==> config.mk <==
export PLATFORM = sky130hd
export DESIGN_NAME = unit_status_word_handshake
export DESIGN_NICKNAME = d
export VERILOG_FILES = /design/src/hdl/unit_status_pkg.sv /design/src/hdl/block_request_flag.sv /design/src/hdl/unit_status_word_handshake.sv
export SDC_FILE = /design/constraint.sdc
export NUM_CORES = 1
export LEC_CHECK = 0
export ABC_AREA = 1
export BUFFER_PORTS_ARGS = -buffer_cell sky130_fd_sc_hd__buf_4
export CELL_PAD_IN_SITES_DETAIL_PLACEMENT = 0
export CELL_PAD_IN_SITES_GLOBAL_PLACEMENT = 1
export CORE_MARGIN = 2
export CORE_UTILIZATION = 32
export CTS_CLUSTER_SIZE = 28
export DETAILED_ROUTE_END_ITERATION = 8
export PLACE_DENSITY = 0.76
export SETUP_SLACK_MARGIN = 0.5
export SYNTH_ARGS = -nofsm -noshare
export SYNTH_HDL_FRONTEND = slang
export SYNTH_SLANG_ARGS = --single-unit
==> constraint.sdc <==
create_clock -name REF_CLK_I -period 0.95 [get_ports REF_CLK_I]
set_input_delay 0.1425 -clock REF_CLK_I [delete_from_list [all_inputs] [get_ports REF_CLK_I]]
set_output_delay 0.1425 -clock REF_CLK_I [all_outputs]
set_load 0.05 [all_outputs]
==> src/hdl/unit_status_pkg.sv <==
// Package with status word layout, carriers and reset values for the unit status block
package unit_status_pkg;

  // ---------------------------------------------------------------------------
  // Status word bit positions
  // ---------------------------------------------------------------------------
  localparam int unsigned WORD_MSB          = 15;  // Top bit of the upper half
  localparam int unsigned WORD_LSB          = 4;   // Lowest bit this block drives
  localparam int unsigned BIT_PORT1_FAULT   = 4;   // Serial port one fault
  localparam int unsigned BIT_PORT2_FAULT   = 5;   // Serial port two fault
  localparam int unsigned BIT_BATTERY_LOW   = 6;   // Backup battery alarm
  localparam int unsigned BIT_PROGRAM_RUN   = 7;   // Resident program executing
  localparam int unsigned BIT_ERROR_NEW     = 8;   // Error code is new (1) or old (0)
  localparam int unsigned BIT_HOST_INT_FAIL = 9;   // Host interrupt could not be delivered
  localparam int unsigned BIT_UNUSED_LO     = 10;  // First unused bit
  localparam int unsigned BIT_UNUSED_HI     = 13;  // Last unused bit
  localparam int unsigned BIT_READ_REQUEST  = 14;  // Host block read requested
  localparam int unsigned BIT_WRITE_REQUEST = 15;  // Host block write requested

  // ---------------------------------------------------------------------------
  // Field values and reset values
  // ---------------------------------------------------------------------------
  localparam logic [3:0]  UNUSED_VALUE      = 4'h0;    // Unused bits always read zero
  localparam logic [5:0]  SAMPLED_RESET     = 6'h00;   // Bits 04 to 09 after reset
  localparam logic [11:0] STATUS_RESET      = 12'h000; // Whole upper half after reset
  localparam int unsigned REQUEST_CHANNELS  = 2;       // Read request and write request

  // ---------------------------------------------------------------------------
  // Carriers
  // ---------------------------------------------------------------------------
  // Live conditions inside the unit, presented to the host at each refresh
  typedef struct packed {
    logic error_code_new;   // Error code being read arose after last run start
    logic program_running;  // Resident program executing
    logic battery_low;      // Battery voltage dropped or battery missing
    logic port2_fault;      // Port two parity error, overrun and the like
    logic port1_fault;      // Port one parity error, overrun and the like
  } unit_sense_s;

  // Block transfer events, one bit per request channel (0 read, 1 write)
  typedef struct packed {
    logic [REQUEST_CHANNELS-1:0] command;  // Unit ran its push or pull block command
    logic [REQUEST_CHANNELS-1:0] taken;    // Host ran the matching block instruction
  } block_event_s;

endpackage : unit_status_pkg

==> src/hdl/block_request_flag.sv <==
// One block transfer request flag: set by a unit command, cleared after the host serves it
`timescale 1ns/1ps
module block_request_flag (
  input  wire logic clk_i,      // Unit clock
  input  wire logic rst_n_i,    // Synchronised reset, active low
  input  wire logic ce_i,       // Clock enable, freezes state when low
  input  wire logic command_i,  // Unit block command executed, one-cycle pulse
  input  wire logic taken_i,    // Host block instruction executed, one-cycle pulse
  input  wire logic refresh_i,  // Host I/O refresh, one-cycle pulse
  output logic      flag_o      // Request flag as shown to the host
);

  typedef enum logic [1:0] {
    FLAG_CLEAR,
    FLAG_SET,
    FLAG_TAKEN
  } flag_state_e;

  flag_state_e state;
  flag_state_e next_state;

  // ---------------------------------------------------------------------------
  // Next state
  // ---------------------------------------------------------------------------
  // A new command always wins over a pending clear, so no request is lost
  always_comb begin
    next_state = state;
    unique case (state)
      FLAG_CLEAR: begin
        if (command_i) begin
          next_state = FLAG_SET;
        end
      end
      FLAG_SET: begin
        if (taken_i && !command_i) begin
          next_state = FLAG_TAKEN;
        end
      end
      FLAG_TAKEN: begin
        if (command_i) begin
          next_state = FLAG_SET;
        end else if (refresh_i) begin
          next_state = FLAG_CLEAR;
        end
      end
    endcase
  end

  // State register
  always_ff @(posedge clk_i or negedge rst_n_i) begin
    if (!rst_n_i) begin
      state <= FLAG_CLEAR;
    end else if (ce_i) begin
      state <= next_state;
    end
  end

  // Flag stays up while the host transfer is in flight and until the refresh
  assign flag_o = (state != FLAG_CLEAR);

endmodule : block_request_flag

==> src/hdl/unit_status_word_handshake.sv <==
// Upper half of the unit status word and its block transfer handshake with the host
`timescale 1ns/1ps
module unit_status_word_handshake (
  input  wire logic                        REF_CLK_I,             // 50 MHz unit clock
  input  wire logic                        RST_N_I,               // Async reset, active low
  input  wire logic                        CE_I,                  // Clock enable
  input  wire logic                        IO_REFRESH_I,          // Host refresh, pulse
  input  wire unit_status_pkg::unit_sense_s SENSE_I,              // Live unit conditions
  input  wire logic                        HOST_INT_REQUEST_I,    // Unit asks to interrupt
  input  wire logic                        HOST_INT_STOPPED_I,    // Stop-interrupt setting
  input  wire logic                        PUSH_BLOCK_CMD_I,      // Push block command, pulse
  input  wire logic                        PULL_BLOCK_CMD_I,      // Pull block command, pulse
  input  wire logic                        HOST_BLOCK_READ_I,     // Host block read done
  input  wire logic                        HOST_BLOCK_WRITE_I,    // Host block write done
  output logic [15:4]                      STATUS_WORD_O,         // Status bits 15 to 04
  output logic                             HOST_INTERRUPT_O       // Host interrupt bit
);

  // ---------------------------------------------------------------------------
  // Reset release
  // ---------------------------------------------------------------------------
  logic [1:0] rst_sync;
  logic       rst_n;

  // Reset asserts at once but leaves on a clock edge, so no flop sees a runt release
  always_ff @(posedge REF_CLK_I or negedge RST_N_I) begin
    if (!RST_N_I) begin
      rst_sync <= 2'h0;
    end else begin
      rst_sync <= {rst_sync[0], 1'b1};
    end
  end

  assign rst_n = rst_sync[1];

  // ---------------------------------------------------------------------------
  // Qualified events
  // ---------------------------------------------------------------------------
  logic refresh;
  logic int_request;
  unit_status_pkg::block_event_s blk;

  assign refresh     = CE_I && IO_REFRESH_I;
  assign int_request = CE_I && HOST_INT_REQUEST_I;

  // Channel 0 is the read request, channel 1 the write request
  always_comb begin
    blk.command = {PULL_BLOCK_CMD_I, PUSH_BLOCK_CMD_I};
    blk.taken   = {HOST_BLOCK_WRITE_I, HOST_BLOCK_READ_I};
  end

  // ---------------------------------------------------------------------------
  // Host interrupt path
  // ---------------------------------------------------------------------------
  typedef enum logic [1:0] {
    INT_IDLE,
    INT_ARMED,
    INT_ON
  } int_state_e;

  int_state_e int_state;
  int_state_e next_int_state;
  logic       int_fail;
  logic       next_int_fail;

  // The interrupt bit follows the host cycle: it rises at one refresh and falls at the
  // next, so the host program sees it for exactly one scan whatever the unit does meanwhile
  always_comb begin
    next_int_state = int_state;
    next_int_fail  = int_fail;
    if (int_request && HOST_INT_STOPPED_I) begin
      next_int_fail = 1'b1;
    end else if (int_request) begin
      next_int_fail = 1'b0;
    end
    unique case (int_state)
      INT_IDLE: begin
        if (int_request) begin
          next_int_state = INT_ARMED;
        end
      end
      INT_ARMED: begin
        if (refresh) begin
          next_int_state = INT_ON;
        end
      end
      INT_ON: begin
        if (refresh) begin
          next_int_state = INT_IDLE;
        end
      end
    endcase
  end

  // Interrupt registers
  always_ff @(posedge REF_CLK_I or negedge rst_n) begin
    if (!rst_n) begin
      int_state <= INT_IDLE;
      int_fail  <= 1'b0;
    end else if (CE_I) begin
      int_state <= next_int_state;
      int_fail  <= next_int_fail;
    end
  end

  assign HOST_INTERRUPT_O = (int_state == INT_ON);

  // ---------------------------------------------------------------------------
  // Sampled status bits 04 to 09
  // ---------------------------------------------------------------------------
  logic [5:0] sampled;
  logic [5:0] next_sampled;

  // The host only reads the word at refresh, so the bits are frozen between refreshes
  // to give it one consistent snapshot rather than a word that tears mid-read
  always_comb begin
    next_sampled = sampled;
    if (refresh) begin
      next_sampled = {int_fail,
                      SENSE_I.error_code_new,
                      SENSE_I.program_running,
                      SENSE_I.battery_low,
                      SENSE_I.port2_fault,
                      SENSE_I.port1_fault};
    end
  end

  // Snapshot register
  always_ff @(posedge REF_CLK_I or negedge rst_n) begin
    if (!rst_n) begin
      sampled <= unit_status_pkg::SAMPLED_RESET;
    end else if (CE_I) begin
      sampled <= next_sampled;
    end
  end

  // ---------------------------------------------------------------------------
  // Block transfer request flags
  // ---------------------------------------------------------------------------
  logic [unit_status_pkg::REQUEST_CHANNELS-1:0] request;

  // One flag per direction; both follow the same set, serve, clear sequence
  for (genvar ch = 0; ch < unit_status_pkg::REQUEST_CHANNELS; ch++) begin : g_request
    block_request_flag u_flag (
      .clk_i     (REF_CLK_I),
      .rst_n_i   (rst_n),
      .ce_i      (CE_I),
      .command_i (blk.command[ch]),
      .taken_i   (blk.taken[ch]),
      .refresh_i (IO_REFRESH_I),
      .flag_o    (request[ch])
    );
  end

  // ---------------------------------------------------------------------------
  // Status word assembly
  // ---------------------------------------------------------------------------
  // Request flags are already registered; sampled bits come from the snapshot
  always_comb begin
    STATUS_WORD_O = unit_status_pkg::STATUS_RESET;
    STATUS_WORD_O[unit_status_pkg::BIT_HOST_INT_FAIL:unit_status_pkg::BIT_PORT1_FAULT]
      = sampled;
    STATUS_WORD_O[unit_status_pkg::BIT_UNUSED_HI:unit_status_pkg::BIT_UNUSED_LO]
      = unit_status_pkg::UNUSED_VALUE;
    STATUS_WORD_O[unit_status_pkg::BIT_READ_REQUEST]  = request[0];
    STATUS_WORD_O[unit_status_pkg::BIT_WRITE_REQUEST] = request[1];
  end

  // ---------------------------------------------------------------------------
  // Assertions
  // ---------------------------------------------------------------------------
  a_port1_fault: assert property (
    @(posedge REF_CLK_I) disable iff (!rst_n)
    refresh |=> STATUS_WORD_O[4] == $past(SENSE_I.port1_fault))
    else $error("Port one fault bit does not follow the port");

  a_port2_fault: assert property (
    @(posedge REF_CLK_I) disable iff (!rst_n)
    refresh |=> STATUS_WORD_O[5] == $past(SENSE_I.port2_fault))
    else $error("Port two fault bit does not follow the port");

  a_battery_alarm: assert property (
    @(posedge REF_CLK_I) disable iff (!rst_n)
    refresh |=> STATUS_WORD_O[6] == $past(SENSE_I.battery_low))
    else $error("Battery bit does not follow the battery");

  a_program_run: assert property (
    @(posedge REF_CLK_I) disable iff (!rst_n)
    refresh |=> STATUS_WORD_O[7] == $past(SENSE_I.program_running))
    else $error("Run bit does not follow the program");

  a_error_new: assert property (
    @(posedge REF_CLK_I) disable iff (!rst_n)
    refresh |=> STATUS_WORD_O[8] == $past(SENSE_I.error_code_new))
    else $error("Error code age bit is wrong");

  a_int_fail_set: assert property (
    @(posedge REF_CLK_I) disable iff (!rst_n)
    (int_request && HOST_INT_STOPPED_I) ##1 (refresh && !int_request)
      |=> STATUS_WORD_O[9])
    else $error("Interrupt fail bit not shown after blocked request");

  // The bit may only hold while no refresh is taken, and must drop on the first one
  a_int_one_cycle: assert property (
    @(posedge REF_CLK_I) disable iff (!rst_n)
    HOST_INTERRUPT_O |=> HOST_INTERRUPT_O == !$past(refresh))
    else $error("Interrupt bit not held for exactly one host cycle");

  // An armed request turns the bit on at the very next refresh
  a_int_armed_on: assert property (
    @(posedge REF_CLK_I) disable iff (!rst_n)
    (int_state == INT_ARMED && refresh) |=> HOST_INTERRUPT_O)
    else $error("Interrupt bit did not rise at the refresh after a request");

  a_int_rise_refresh: assert property (
    @(posedge REF_CLK_I) disable iff (!rst_n)
    $changed(HOST_INTERRUPT_O) |-> $past(refresh))
    else $error("Interrupt bit moved outside a refresh");

  a_read_req_set: assert property (
    @(posedge REF_CLK_I) disable iff (!rst_n)
    (CE_I && PUSH_BLOCK_CMD_I) |=> STATUS_WORD_O[14])
    else $error("Push command did not raise the read request");

  a_read_req_clear: assert property (
    @(posedge REF_CLK_I) disable iff (!rst_n)
    $fell(STATUS_WORD_O[14]) |-> $past(refresh))
    else $error("Read request cleared outside a refresh");

  a_write_req_set: assert property (
    @(posedge REF_CLK_I) disable iff (!rst_n)
    (CE_I && PULL_BLOCK_CMD_I) |=> STATUS_WORD_O[15])
    else $error("Pull command did not raise the write request");

  a_write_req_clear: assert property (
    @(posedge REF_CLK_I) disable iff (!rst_n)
    $fell(STATUS_WORD_O[15]) |-> $past(refresh))
    else $error("Write request cleared outside a refresh");

  a_read_served: assert property (
    @(posedge REF_CLK_I) disable iff (!rst_n)
    (CE_I && HOST_BLOCK_READ_I && STATUS_WORD_O[14] && !PUSH_BLOCK_CMD_I)
      ##1 (refresh && !PUSH_BLOCK_CMD_I) |=> !STATUS_WORD_O[14])
    else $error("Read request not cleared at refresh after host read");

  a_write_served: assert property (
    @(posedge REF_CLK_I) disable iff (!rst_n)
    (CE_I && HOST_BLOCK_WRITE_I && STATUS_WORD_O[15] && !PULL_BLOCK_CMD_I)
      ##1 (refresh && !PULL_BLOCK_CMD_I) |=> !STATUS_WORD_O[15])
    else $error("Write request not cleared at refresh after host write");

  a_unused_zero: assert property (
    @(posedge REF_CLK_I) disable iff (!rst_n)
    STATUS_WORD_O[13:10] == 4'h0 && $stable(STATUS_WORD_O[13:10]))
    else $error("Unused status bits not zero");

  // Between refreshes the snapshot must not move, so the host never sees a torn word
  a_sampled_hold: assert property (
    @(posedge REF_CLK_I) disable iff (!rst_n)
    !refresh |=> $stable(STATUS_WORD_O[9:4]))
    else $error("Sampled status bits moved between refreshes");

  // A later delivered request lifts the fail indication at the next snapshot
  a_int_fail_clear: assert property (
    @(posedge REF_CLK_I) disable iff (!rst_n)
    (int_request && !HOST_INT_STOPPED_I) ##1 (refresh && !int_request)
      |=> !STATUS_WORD_O[9])
    else $error("Interrupt fail bit not cleared after a delivered request");

  // A clear flag may only rise on a command, so a stray host pulse cannot fake a request
  a_read_req_idle: assert property (
    @(posedge REF_CLK_I) disable iff (!rst_n)
    (!STATUS_WORD_O[14] && !(CE_I && PUSH_BLOCK_CMD_I)) |=> !STATUS_WORD_O[14])
    else $error("Read request rose without a push command");

  // Same guard on the write side
  a_write_req_idle: assert property (
    @(posedge REF_CLK_I) disable iff (!rst_n)
    (!STATUS_WORD_O[15] && !(CE_I && PULL_BLOCK_CMD_I)) |=> !STATUS_WORD_O[15])
    else $error("Write request rose without a pull command");

  // A low clock enable must hold every output, or the host would see a moving word
  a_ce_freeze: assert property (
    @(posedge REF_CLK_I) disable iff (!rst_n)
    !CE_I |=> $stable(STATUS_WORD_O) && $stable(HOST_INTERRUPT_O))
    else $error("Outputs moved while the clock enable was low");

endmodule : unit_status_word_handshake

==> results of run 1 <==
==> cell usage after synthesis <==
master    number  area, sq um
nand2_1       21        78.83
dfrtp_1       15        375.4
inv_1          8        30.03
buf_4          6        45.04
mux2_4         6        90.09
nand3_1        5        25.02
nor2_1         4        15.01
o21ai_0        4        20.02
ha_1           3        37.54
conb_1         2        7.510
or2_2          2        12.51
a21boi_2       1        11.26
a21oi_1        1        5.000
a31oi_1        1        6.260
buf_6          1        11.26
nand2_2        1        6.260
nand2_4        1        11.26
o21ai_2        1        8.760
o21bai_1       1        7.510
==> flip-flops by register name (all words and copies together) (netlist names) <==
signal and count:
sampled 6, g_request.u_flag.state 4, int_state 2, rst_sync 2
int_fail 1
==> layout by cell type, fill, tap and decap left out <==
cell type and n:
nand3_1 3, dfrtp_2 6, nand2_1 18, dlygate4sd3_1 1, a21boi_2 1, o21ai_2 4
clkbuf_1 1, a31oi_1 1, nand2_4 1, buf_4 22, buf_8 1, buf_6 16
inv_1 5, inv_2 1, ha_1 1, conb_1 5, a21oi_2 1, nand2_2 4
nand3_2 2, o21ai_0 1, o21bai_4 1, nor2_4 2, or2_4 2, dfrtp_1 9
ha_4 2, inv_4 2, nor2_2 2, clkbuf_4 3, mux2_4 6
==> cells by family after synthesis <==
kind of cell	synth area share
AO/OA/AOI/OAI	0.07310
AND/OR/NAND/NOR	0.1851
multiplexers	0.1120
adder cells (fa/ha/maj)	0.04666
buffers and inverters	0.1073
other	0.009335
flip-flops	0.4666
==> per-layer routing <==
layer,track usage,vias to the layer above
met5,0,-
met4,0.05000,0
met3,0.02500,2
met2,0.2068,17
met1,0.1716,316
li1,-,335
==> metrics by stage <==
stage	total power, mW	cells	utilization	instance area (sq um)
floorplan	2.186	87	-	855.8
global placement	2.369	138	0.4244	1032
detailed placement	2.411	138	0.4244	1032
CTS	3.383	151	0.5165	1256
global route	3.764	154	0.5345	1300
finish	3.534	154	0.5345	1300
==> final cells by class <==
type / instances / share of cell area
clock buffer: 4 / 0.02021
inverter: 8 / 0.02695
multi-input combinational: 57 / 0.3446
sequential: 15 / 0.2945
tap: 30 / 0.02887
timing repair buffer: 40 / 0.2849
==> timing repair <==
action                                 in CTS  in global routing
endpoints found under the hold margin       2                  0
pin swaps                                   6                  5
hold buffers                                1                  0
setup endpoints to repair                  23                 23
buffers inserted                            8                  3
resized for setup                          37                  7
==> worst paths after layout <==
check | startpoint | depth (start not counted) | endpoint | slack (ns)
worst max-delay path | int_state[1]$_DFFE_PN0P_ | 3 | HOST_INTERRUPT_O | -0.32
worst min-delay path | HOST_INT_REQUEST_I | 2 | int_fail$_DFFE_PN0P_ | 0.06
worst max register to register | int_state[1]$_DFFE_PN0P_ | 6 | int_state[0]$_DFFE_PN0P_ | -0.26
worst min register to register | rst_sync[1]$_DFF_PN0_ | 1 | sampled[2]$_DFFE_PN0P_ | 0.15
max in group asynchronous | rst_sync[1]$_DFF_PN0_ | 1 | sampled[5]$_DFFE_PN0P_ | 0.64
min in group asynchronous | rst_sync[1]$_DFF_PN0_ | 1 | sampled[2]$_DFFE_PN0P_ | 0.15
==> report_power, final <==
| part | internal, mW | total [mW] | leakage (nW) | switching, mW |
|---|---|---|---|---|
| Combinational | 1.08 | 2.23 | 0.460 | 1.15 |
| Clock | 0.163 | 0.352 | 0.0150 | 0.189 |
| Sequential | 0.815 | 0.948 | 0.173 | 0.133 |
| Total | 2.06 | 3.53 | 0.648 | 1.47 |
==> flow_summary_export.csv, run 1 <==
group,metric,value,unit
timing,fin_skew,0.005587,ns
timing,rsz0062_at_grt,"yes",
placed_design,post-place-ws,-0.2902,ns
die,initial_core_util,0.3308,
critical_path,cp_cell_sequence,"ha_4, buf_6, buf_8",
global_route,grt_pass1_wl,2.691,mm
pwr,p_leak,0.6481,nW
route,drt_iter0_drc,3,
cts,cts_root_buf,"clkbuf_4",
route,post_drt_wl_per_cell,10.45,microns
critical_path,worstPathMaxFanout,3,
global_route,grt_pass1_vias,607,
pwr,max-vdd-ir-drop,0.001681,V
critical_path,required,0.81,ns
finish,n_antenna_cell,0,
synthesis,ys_seq_area_frac,0.4666,
die,fp.dieH,54.14,microns
finish,synthToLayoutAreaGrowth,61.59,%
hold_path,holdCritPathClass,"in -> reg",
timing,fin_setup_tns,-2.131,ns
pwr,power_density,2719,nW/um^2
placed_design,gp_congestion,0.6881,
synthesis,yosys.cell_types.count,19,
cts,cts_tree,"built",
critical_path,crit_path_max_incr_delay,0.43,ns
global_route,grt_use_total,0.1294,
timing,fin_crit,1.272,ns
die,die_x,54.14,microns
route,wl,1.610,mm
critical_path,path_delay_family,"flip-flops",
global_route,grt_max_degree,11,
route,viasPerCell,4.351,
status,status,"finished, violations left",
run,max_cap_viol_count,0,
finish,fill_cells,221,
cts,cts.path.max_buffers,2,
timing,timing.hold.ws,0.05816,ns
die,ios,28,
synthesis,ys_warn_count,0,
finish,drive_gt1_frac,0.6371,
die,fp.coreArea,2432,sq um
route,routed.top_layer,"met4",
global_route,antenna_found_initial,0,
global_route,overflow,0,
critical_path,crit_type,"reg -> out",
route,wl_met1,683,microns
timing,finalCritPeriodShare,1.339,
timing,hold_violations,0,
status,violations,"setup timing",
placed_design,numPortBuffers,23,
critical_path,cp-start-kind,"flop",
cts,cts_sinks,15,
finish,layout.nets,143,
route,drc,0,
route,vias,670,
critical_path,arrival,1.13,ns
cts,cts_buffers,3,
timing,fin_ws,-0.3221,ns
die,die-area,2931,sq um
synthesis,ys_ff_latch,15,
cts,cts_htree_levels,1,
synthesis,netlist_area,804.5,sq um
critical_path,cp_slowest_cell,"dfrtp_1",
die,rows,18,
critical_path,end_kind,"output port",
critical_path,crit_buf_inv,2,
finish,multiInputGateArea,447.9,sq um
route,wl_met3,69,microns
route,dr_wl_met2,844,microns
timing,maxSlewViolCount,0,
timing,finalSetupViolCount,15,
route,drtPass1Iterations,4,
finish,register_area,382.9,sq um
route,postRouteAntennaNets,0,
placed_design,dp.final_hpwl,1.162,mm
cts,worstSkewPairLatency,0.27,ns
timing,fmax,786.1,MHz
cts,path_clk_slew,0.09,ns
synthesis,syn_inst,84,
synthesis,syn_area_per_cell,9.578,sq um
No activity file was read; power rests on OpenSTA's default activity.
==> run 2, diff against run 1 <==
==> constraint.sdc (replaced) <==
create_clock -name REF_CLK_I -period 1 [get_ports REF_CLK_I]
set_input_delay 0.15 -clock REF_CLK_I [delete_from_list [all_inputs] [get_ports REF_CLK_I]]
set_output_delay 0.15 -clock REF_CLK_I [all_outputs]
set_load 0.05 [all_outputs]
==> run 2 against run 1 <==
The flow still finishes with violations (setup timing). Clock skew increased by 0.0039 ns. Final cell count fell by 1.3%. Clock power decreased by 4%. Critical path depth rose by 1. Design area is essentially flat. Sequential power shrank 5.4%. Flip-flop and latch count stayed put. Die area did not move. Wire length is 0.31% higher. Register-to-register slack improved by 0.05 ns. Power shrank 6.9%. Core utilization decreased by 0.051 points. Critical endpoint unchanged.
==> flow_summary_export.csv, run 2 (same netlist as run 1, synthesis figures left out) <==
group,metric,value,unit
status,status,"finished, violations left",
status,violations,"setup timing",
timing,hold_violations,0,
critical_path,crit_buf_inv,3,
hold_path,whs_path_depth,2,
die,fp.coreArea,2432,sq um
finish,layout_commonest_cell,"buf_4",
route,drt_iter0_drc,7,
critical_path,cp_cell_sequence,"inv_2, ha_4, buf_6, buf_8",
finish,final_core_util,0.5340,
timing,rsz0062_at_grt,"yes",
cts,cts.path.max_buffers,2,
die,initial_core_util,0.3308,
finish,layout_common_cells,"20 x buf_4, 17 x nand2_1, 15 x buf_6, 9 x dfrtp_1",
finish,top_register,"sampled",
critical_path,end_kind,"output port",
critical_path,required,0.85,ns
global_route,grt_use_total,0.1282,
route,wl,1.615,mm
pwr,p_comb_frac,0.625,
die,die_x,54.14,microns
die,rows,18,
finish,multiInputGateArea,456.7,sq um
global_route,antenna_found_initial,0,
pwr,switching_share,0.4209,
die,ios,28,
placed_design,gp_congestion,0.7008,
finish,drive_gt1_frac,0.6311,
pwr,seqPwrFrac,0.273,
timing,fin_crit,1.272,ns
cts,path_clk_slew,0.09,ns
cts,cts_root_buf,"clkbuf_4",
cts,cts_sinks,15,
critical_path,path_delay_family,"flip-flops",
finish,synthToLayoutAreaGrowth,61.43,%
finish,reg_top3,"sampled x6, g_request.u_flag.state x4",
timing,finalSetupViolCount,10,
timing,fin_ws,-0.2716,ns
pwr,p_int,1.905,mW
critical_path,r2r_cells,7,
pwr,p_leak,0.6387,nW
timing,fmax,786.4,MHz
critical_path,r2r_start,"int_state[0]$_DFFE_PN0P_",
timing,maxSlewViolCount,0,
route,drc,0,
timing,fin_skew,0.009452,ns
hold_path,min_to,"int_fail$_DFFE_PN0P_",
global_route,grt_pass1_wl,2.635,mm
pwr,max-vdd-ir-drop,0.001776,V
route,viasPerCell,4.309,
critical_path,cp-start-kind,"flop",
route,drtPass1Iterations,4,
pwr,total_power,3.289,mW
cts,cts_buffers,3,
pwr,power_density,2533,nW/um^2
finish,fill_cells,216,
critical_path,reg2reg_slack,-0.21,ns
critical_path,crit_path_max_incr_delay,0.38,ns
critical_path,worstPathMaxFanout,2,
hold_path,worstHoldStart,"HOST_INT_REQUEST_I",
timing,fin_setup_tns,-1.178,ns
finish,layout.nets,141,
finish,n_antenna_cell,0,
hold_path,holdCritPathClass,"in -> reg",
placed_design,numPortBuffers,23,
pwr,pwr-share-clk,0.102,
route,vias,655,
pwr,p_sw,1.384,mW
global_route,grt_max_degree,11,
global_route,grt_pass1_vias,612,
global_route,overflow,0,
cts,cts_tree,"built",
route,post_drt_wl_per_cell,10.63,microns
finish,largest_reg_flops,6,
run,max_cap_viol_count,0,
critical_path,crit_type,"reg -> out",
cts,cts_htree_levels,1,
timing,finalCritPeriodShare,1.272,
die,die-area,2931,sq um
placed_design,post-place-ws,-0.2251,ns
route,postRouteAntennaNets,0,
placed_design,dp.final_hpwl,1.109,mm
critical_path,arrival,1.12,ns
critical_path,cp_slowest_cell,"dfrtp_1",
critical_path,r2r_end,"int_state[1]$_DFFE_PN0P_",
finish,register_area,382.9,sq um
die,fp.dieH,54.14,microns
cts,worstSkewPairLatency,0.28,ns
==> run 2: cell count changes in the layout (fill, tap and decap cells not counted) <==
cell	delta
ha_1	-1
clkinv_2	+1
buf_8	+1
nor2_2	-1
buf_4	-2
o21ai_2	-3
clkbuf_1	-1
nand2_2	+1
buf_6	-1
ha_4	+1
nor2_4	+1
o21ai_1	+3
nand2_1	-1
==> run 2: how the worst max path moves through the flow <==
stage / startpoint / end / slack (ns) / cells after the start
floorplan: int_state[0]$_DFFE_PN0P_ / int_state[0]$_DFFE_PN0P_ / -0.15 / 6
detailed placement: int_state[1]$_DFFE_PN0P_ / int_state[0]$_DFFE_PN0P_ / -0.23 / 6
finish: int_state[0]$_DFFE_PN0P_ / HOST_INTERRUPT_O / -0.27 / 4
CTS: int_state[1]$_DFFE_PN0P_ / HOST_INTERRUPT_O / -0.28 / 3
global route: int_state[0]$_DFFE_PN0P_ / HOST_INTERRUPT_O / -0.33 / 4
global placement: int_state[0]$_DFFE_PN0P_ / int_state[0]$_DFFE_PN0P_ / -0.13 / 6
==> run 2: cell type report <==
| class | instances | area share |
|---|---|---|
| Clock inverter | 1 | 0.003854 |
| Sequential cell | 15 | 0.2948 |
| Timing Repair Buffer | 38 | 0.2765 |
| Tap cell | 30 | 0.02890 |
| Clock buffer | 3 | 0.01734 |
| Inverter | 8 | 0.02697 |
| Multi-Input combinational cell | 57 | 0.3516 |
==> run 2: layer usage <==
layer,track usage,wire length (microns)
met5,0,0
met4,0.03750,13
met3,0.04167,84
met2,0.2169,869
met1,0.1540,648
==> run 2: stage by stage <==
step	area, sq um	hold slack [ns]	instances
final	1299	0.06815	152
after global routing	1299	0.06487	152
after CTS	1285	0.05881	152
after global placement	1017	-0.06774	136
after detailed placement	1017	-0.06616	136
after floorplan	855.8	-0.1456	87
==> run 2: repair_timing <==
action / in CTS / in global routing
pin swaps: 10 / 6
buffers inserted: 11 / 0
endpoints found under the hold margin: 2 / 0
cloned: 0 / 0
gates resized for setup: 41 / 5
hold buffers: 1 / 0
endpoints found under the setup margin: 22 / 22
==> run 2: worst register-to-register path, delay by kind of cell (launching register included) <==
kind	cells	cell delay [ns]
AOI/OAI and AO/OA	1	0.16
and+or+nand+nor	3	0.21
adders and majority gates	1	0.15
DFF	1	0.38
buffers and inverters	2	0.19
==> run 2: power by group through the flow <==
stage / clock, mW / combinational, mW / sequential (mW)
2_1_floorplan: 0 / 1.02 / 1.06
6_report: 0.337 / 2.05 / 0.897
3_5_place_dp: 0 / 1.29 / 0.940
4_1_cts: 0.353 / 2.02 / 0.894
5_1_grt: 0.382 / 2.21 / 0.916
3_3_place_gp: 0 / 1.27 / 0.928
==> run 3, diff against run 2 <==
--- a/config.mk
+++ b/config.mk
@@ -18,3 +18,4 @@
 export SYNTH_ARGS = -nofsm -noshare
 export SYNTH_HDL_FRONTEND = slang
 export SYNTH_SLANG_ARGS = --single-unit
+export TNS_END_PERCENT = 10
==> run 3 against run 2 <==
The flow still finishes with violations (setup timing). Die area is the same. Core utilization fell by 5.5 points. Worst setup slack got worse by 0.0098 ns. Via count fell by 1.8%. Non-clock buffer count down 5. Final cell count is 3.3% lower. Maximum frequency shrank 0.77%. Wire length is 1.6% lower. Count of clock-buffer cells in the layout stayed put. Power down 10%. Sequential power decreased by 2.2%. First-iteration DRC count fell by 14%. Critical path type unchanged. Critical endpoint unchanged.
==> flow_summary_export.csv, run 3 (same netlist as run 1, synthesis figures left out) <==
group,metric,value,unit
status,status,"finished, violations left",
status,violations,"setup timing",
hold_path,holdCritPathClass,"in -> reg",
route,vias,643,
global_route,use_met1,0.1431,
cts,path_clk_slew,0.09,ns
timing,fmax,780.4,MHz
route,viasPerCell,4.374,
critical_path,crit_type,"reg -> out",
finish,multiInputGateArea,386.6,sq um
critical_path,worstPathMaxFanout,3,
global_route,grt_pass1_wl,2.553,mm
die,die_x,54.14,microns
timing,hold_violations,0,
cts,cts_tree,"built",
finish,layout_common_cells,"21 x buf_4, 19 x nand2_1, 15 x dfrtp_1, 8 x buf_6",
global_route,grt.busiest_layer,"met2",
global_route,antenna_found_initial,0,
timing,fin_crit,1.281,ns
placed_design,post-place-ws,-0.2165,ns
critical_path,end_kind,"output port",
pwr,p_leak,0.6100,nW
global_route,grt_use_total,0.1262,
timing,fin_ws,-0.2815,ns
placed_design,dp.final_hpwl,1.149,mm
timing,finalSetupViolCount,12,
critical_path,crit_buf_inv,2,
route,drt_iter0_drc,6,
pwr,max-vdd-ir-drop,0.001489,V
cts,cts_root_buf,"clkbuf_4",
timing,maxSlewViolCount,0,
critical_path,path_delay_family,"flip-flops",
finish,top_register,"sampled",
critical_path,required,0.85,ns
finish,largest_reg_flops,6,
critical_path,cp-start-kind,"flop",
die,die-area,2931,sq um
placed_design,numPortBuffers,23,
cts,cts.path.max_buffers,2,
global_route,overflow,0,
run,max_cap_viol_count,0,
critical_path,cp_cell_sequence,"ha_4, buf_6, buf_8",
placed_design,placedCellCount,137,
finish,synthToLayoutAreaGrowth,44.79,%
route,postRouteAntennaNets,0,
route,drtPass1Iterations,4,
critical_path,cp_slowest_cell,"dfrtp_1",
finish,drive_gt1_frac,0.4872,
global_route,grt_max_degree,11,
die,fp.coreArea,2432,sq um
cts,cts_buffers,3,
timing,timing.hold.ws,0.05294,ns
die,initial_core_util,0.3308,
placed_design,gp_congestion,0.6227,
die,fp.dieH,54.14,microns
pwr,power_density,2528,nW/um^2
die,ios,28,
timing,finalCritPeriodShare,1.281,
cts,cts_sinks,15,
cts,cts_htree_levels,1,
critical_path,arrival,1.13,ns
finish,register_area,375.4,sq um
finish,layout.nets,136,
global_route,grt_pass1_vias,636,
timing,rsz0062_at_grt,"yes",
route,drc,0,
die,rows,18,
finish,layout_commonest_cell,"buf_4",
timing,fin_skew,0.001061,ns
global_route,met2_usage,0.2108,
critical_path,crit_path_max_incr_delay,0.42,ns
route,post_drt_wl_per_cell,10.81,microns
finish,reg_top3,"sampled x6, g_request.u_flag.state x4",
finish,n_antenna_cell,0,
route,wl,1.589,mm
finish,fin_cells,147,
global_route,use_met3,0.02500,
cts,worstSkewPairLatency,0.28,ns
finish,fill_cells,235,
-- run 3: cell types whose count changed in the layout (fill, tap and decap cells not counted), sizes merged --
| cell | change |
|---|---|
| buf | -5 |
-- run 3: power by group --
part / switching [mW] / internal (mW)
sequential: 0.111 / 0.766
clock: 0.204 / 0.149
combinational: 0.944 / 0.772
-- run 3: layout make-up --
class,instances,area share
clock buffer,3,0.01933
clock inverter,1,0.004296
inverter,8,0.02578
multi-input combinational,57,0.3319
sequential,15,0.3222
tap,30,0.03222
timing repair buffer,33,0.2642
-- run 3: path summary, 6_finish.rpt --
check / start / to / slack, ns / depth (start not counted)
min: HOST_INT_REQUEST_I / int_fail$_DFFE_PN0P_ / 0.05 / 2
min in group asynchronous: rst_sync[1]$_DFF_PN0_ / int_state[1]$_DFFE_PN0P_ / 0.12 / 0
min reg2reg: rst_sync[1]$_DFF_PN0_ / int_state[1]$_DFFE_PN0P_ / 0.12 / 0
max in group asynchronous: rst_sync[1]$_DFF_PN0_ / sampled[0]$_DFFE_PN0P_ / 0.54 / 1
max reg2reg: int_state[0]$_DFFE_PN0P_ / int_state[0]$_DFFE_PN0P_ / -0.28 / 6
max: int_state[1]$_DFFE_PN0P_ / HOST_INTERRUPT_O / -0.28 / 3
-- run 3: per-layer routing --
metal	vias up	routed length [microns]	share of wire
met3	4	101	0.064
li1	318	-	-
met5	-	0	0
met4	0	29	0.018
met2	21	800	0.50
met1	300	657	0.41
-- run 3: through the flow --
stage | cell area, sq um | TNS, ns | power, mW | utilization
finish | 1165 | -1.448 | 2.945 | 0.4789
floorplan | 828.3 | -0.3007 | 1.943 | -
detailed placement | 1025 | -0.4783 | 2.246 | 0.4213
CTS | 1160 | -1.502 | 2.933 | 0.4769
global route | 1165 | -2.210 | 3.158 | 0.4789
global placement | 1025 | -0.2996 | 2.211 | 0.4213
-- run 3: repair_timing --
| action | CTS | global route |
|---|---|---|
| buffers inserted | 5 | 0 |
| hold endpoints to repair | 2 | 0 |
| setup endpoints to repair | 22 | 22 |
| gates resized for setup | 19 | 3 |
| hold buffers | 1 | 0 |
| pin swaps | 3 | 2 |
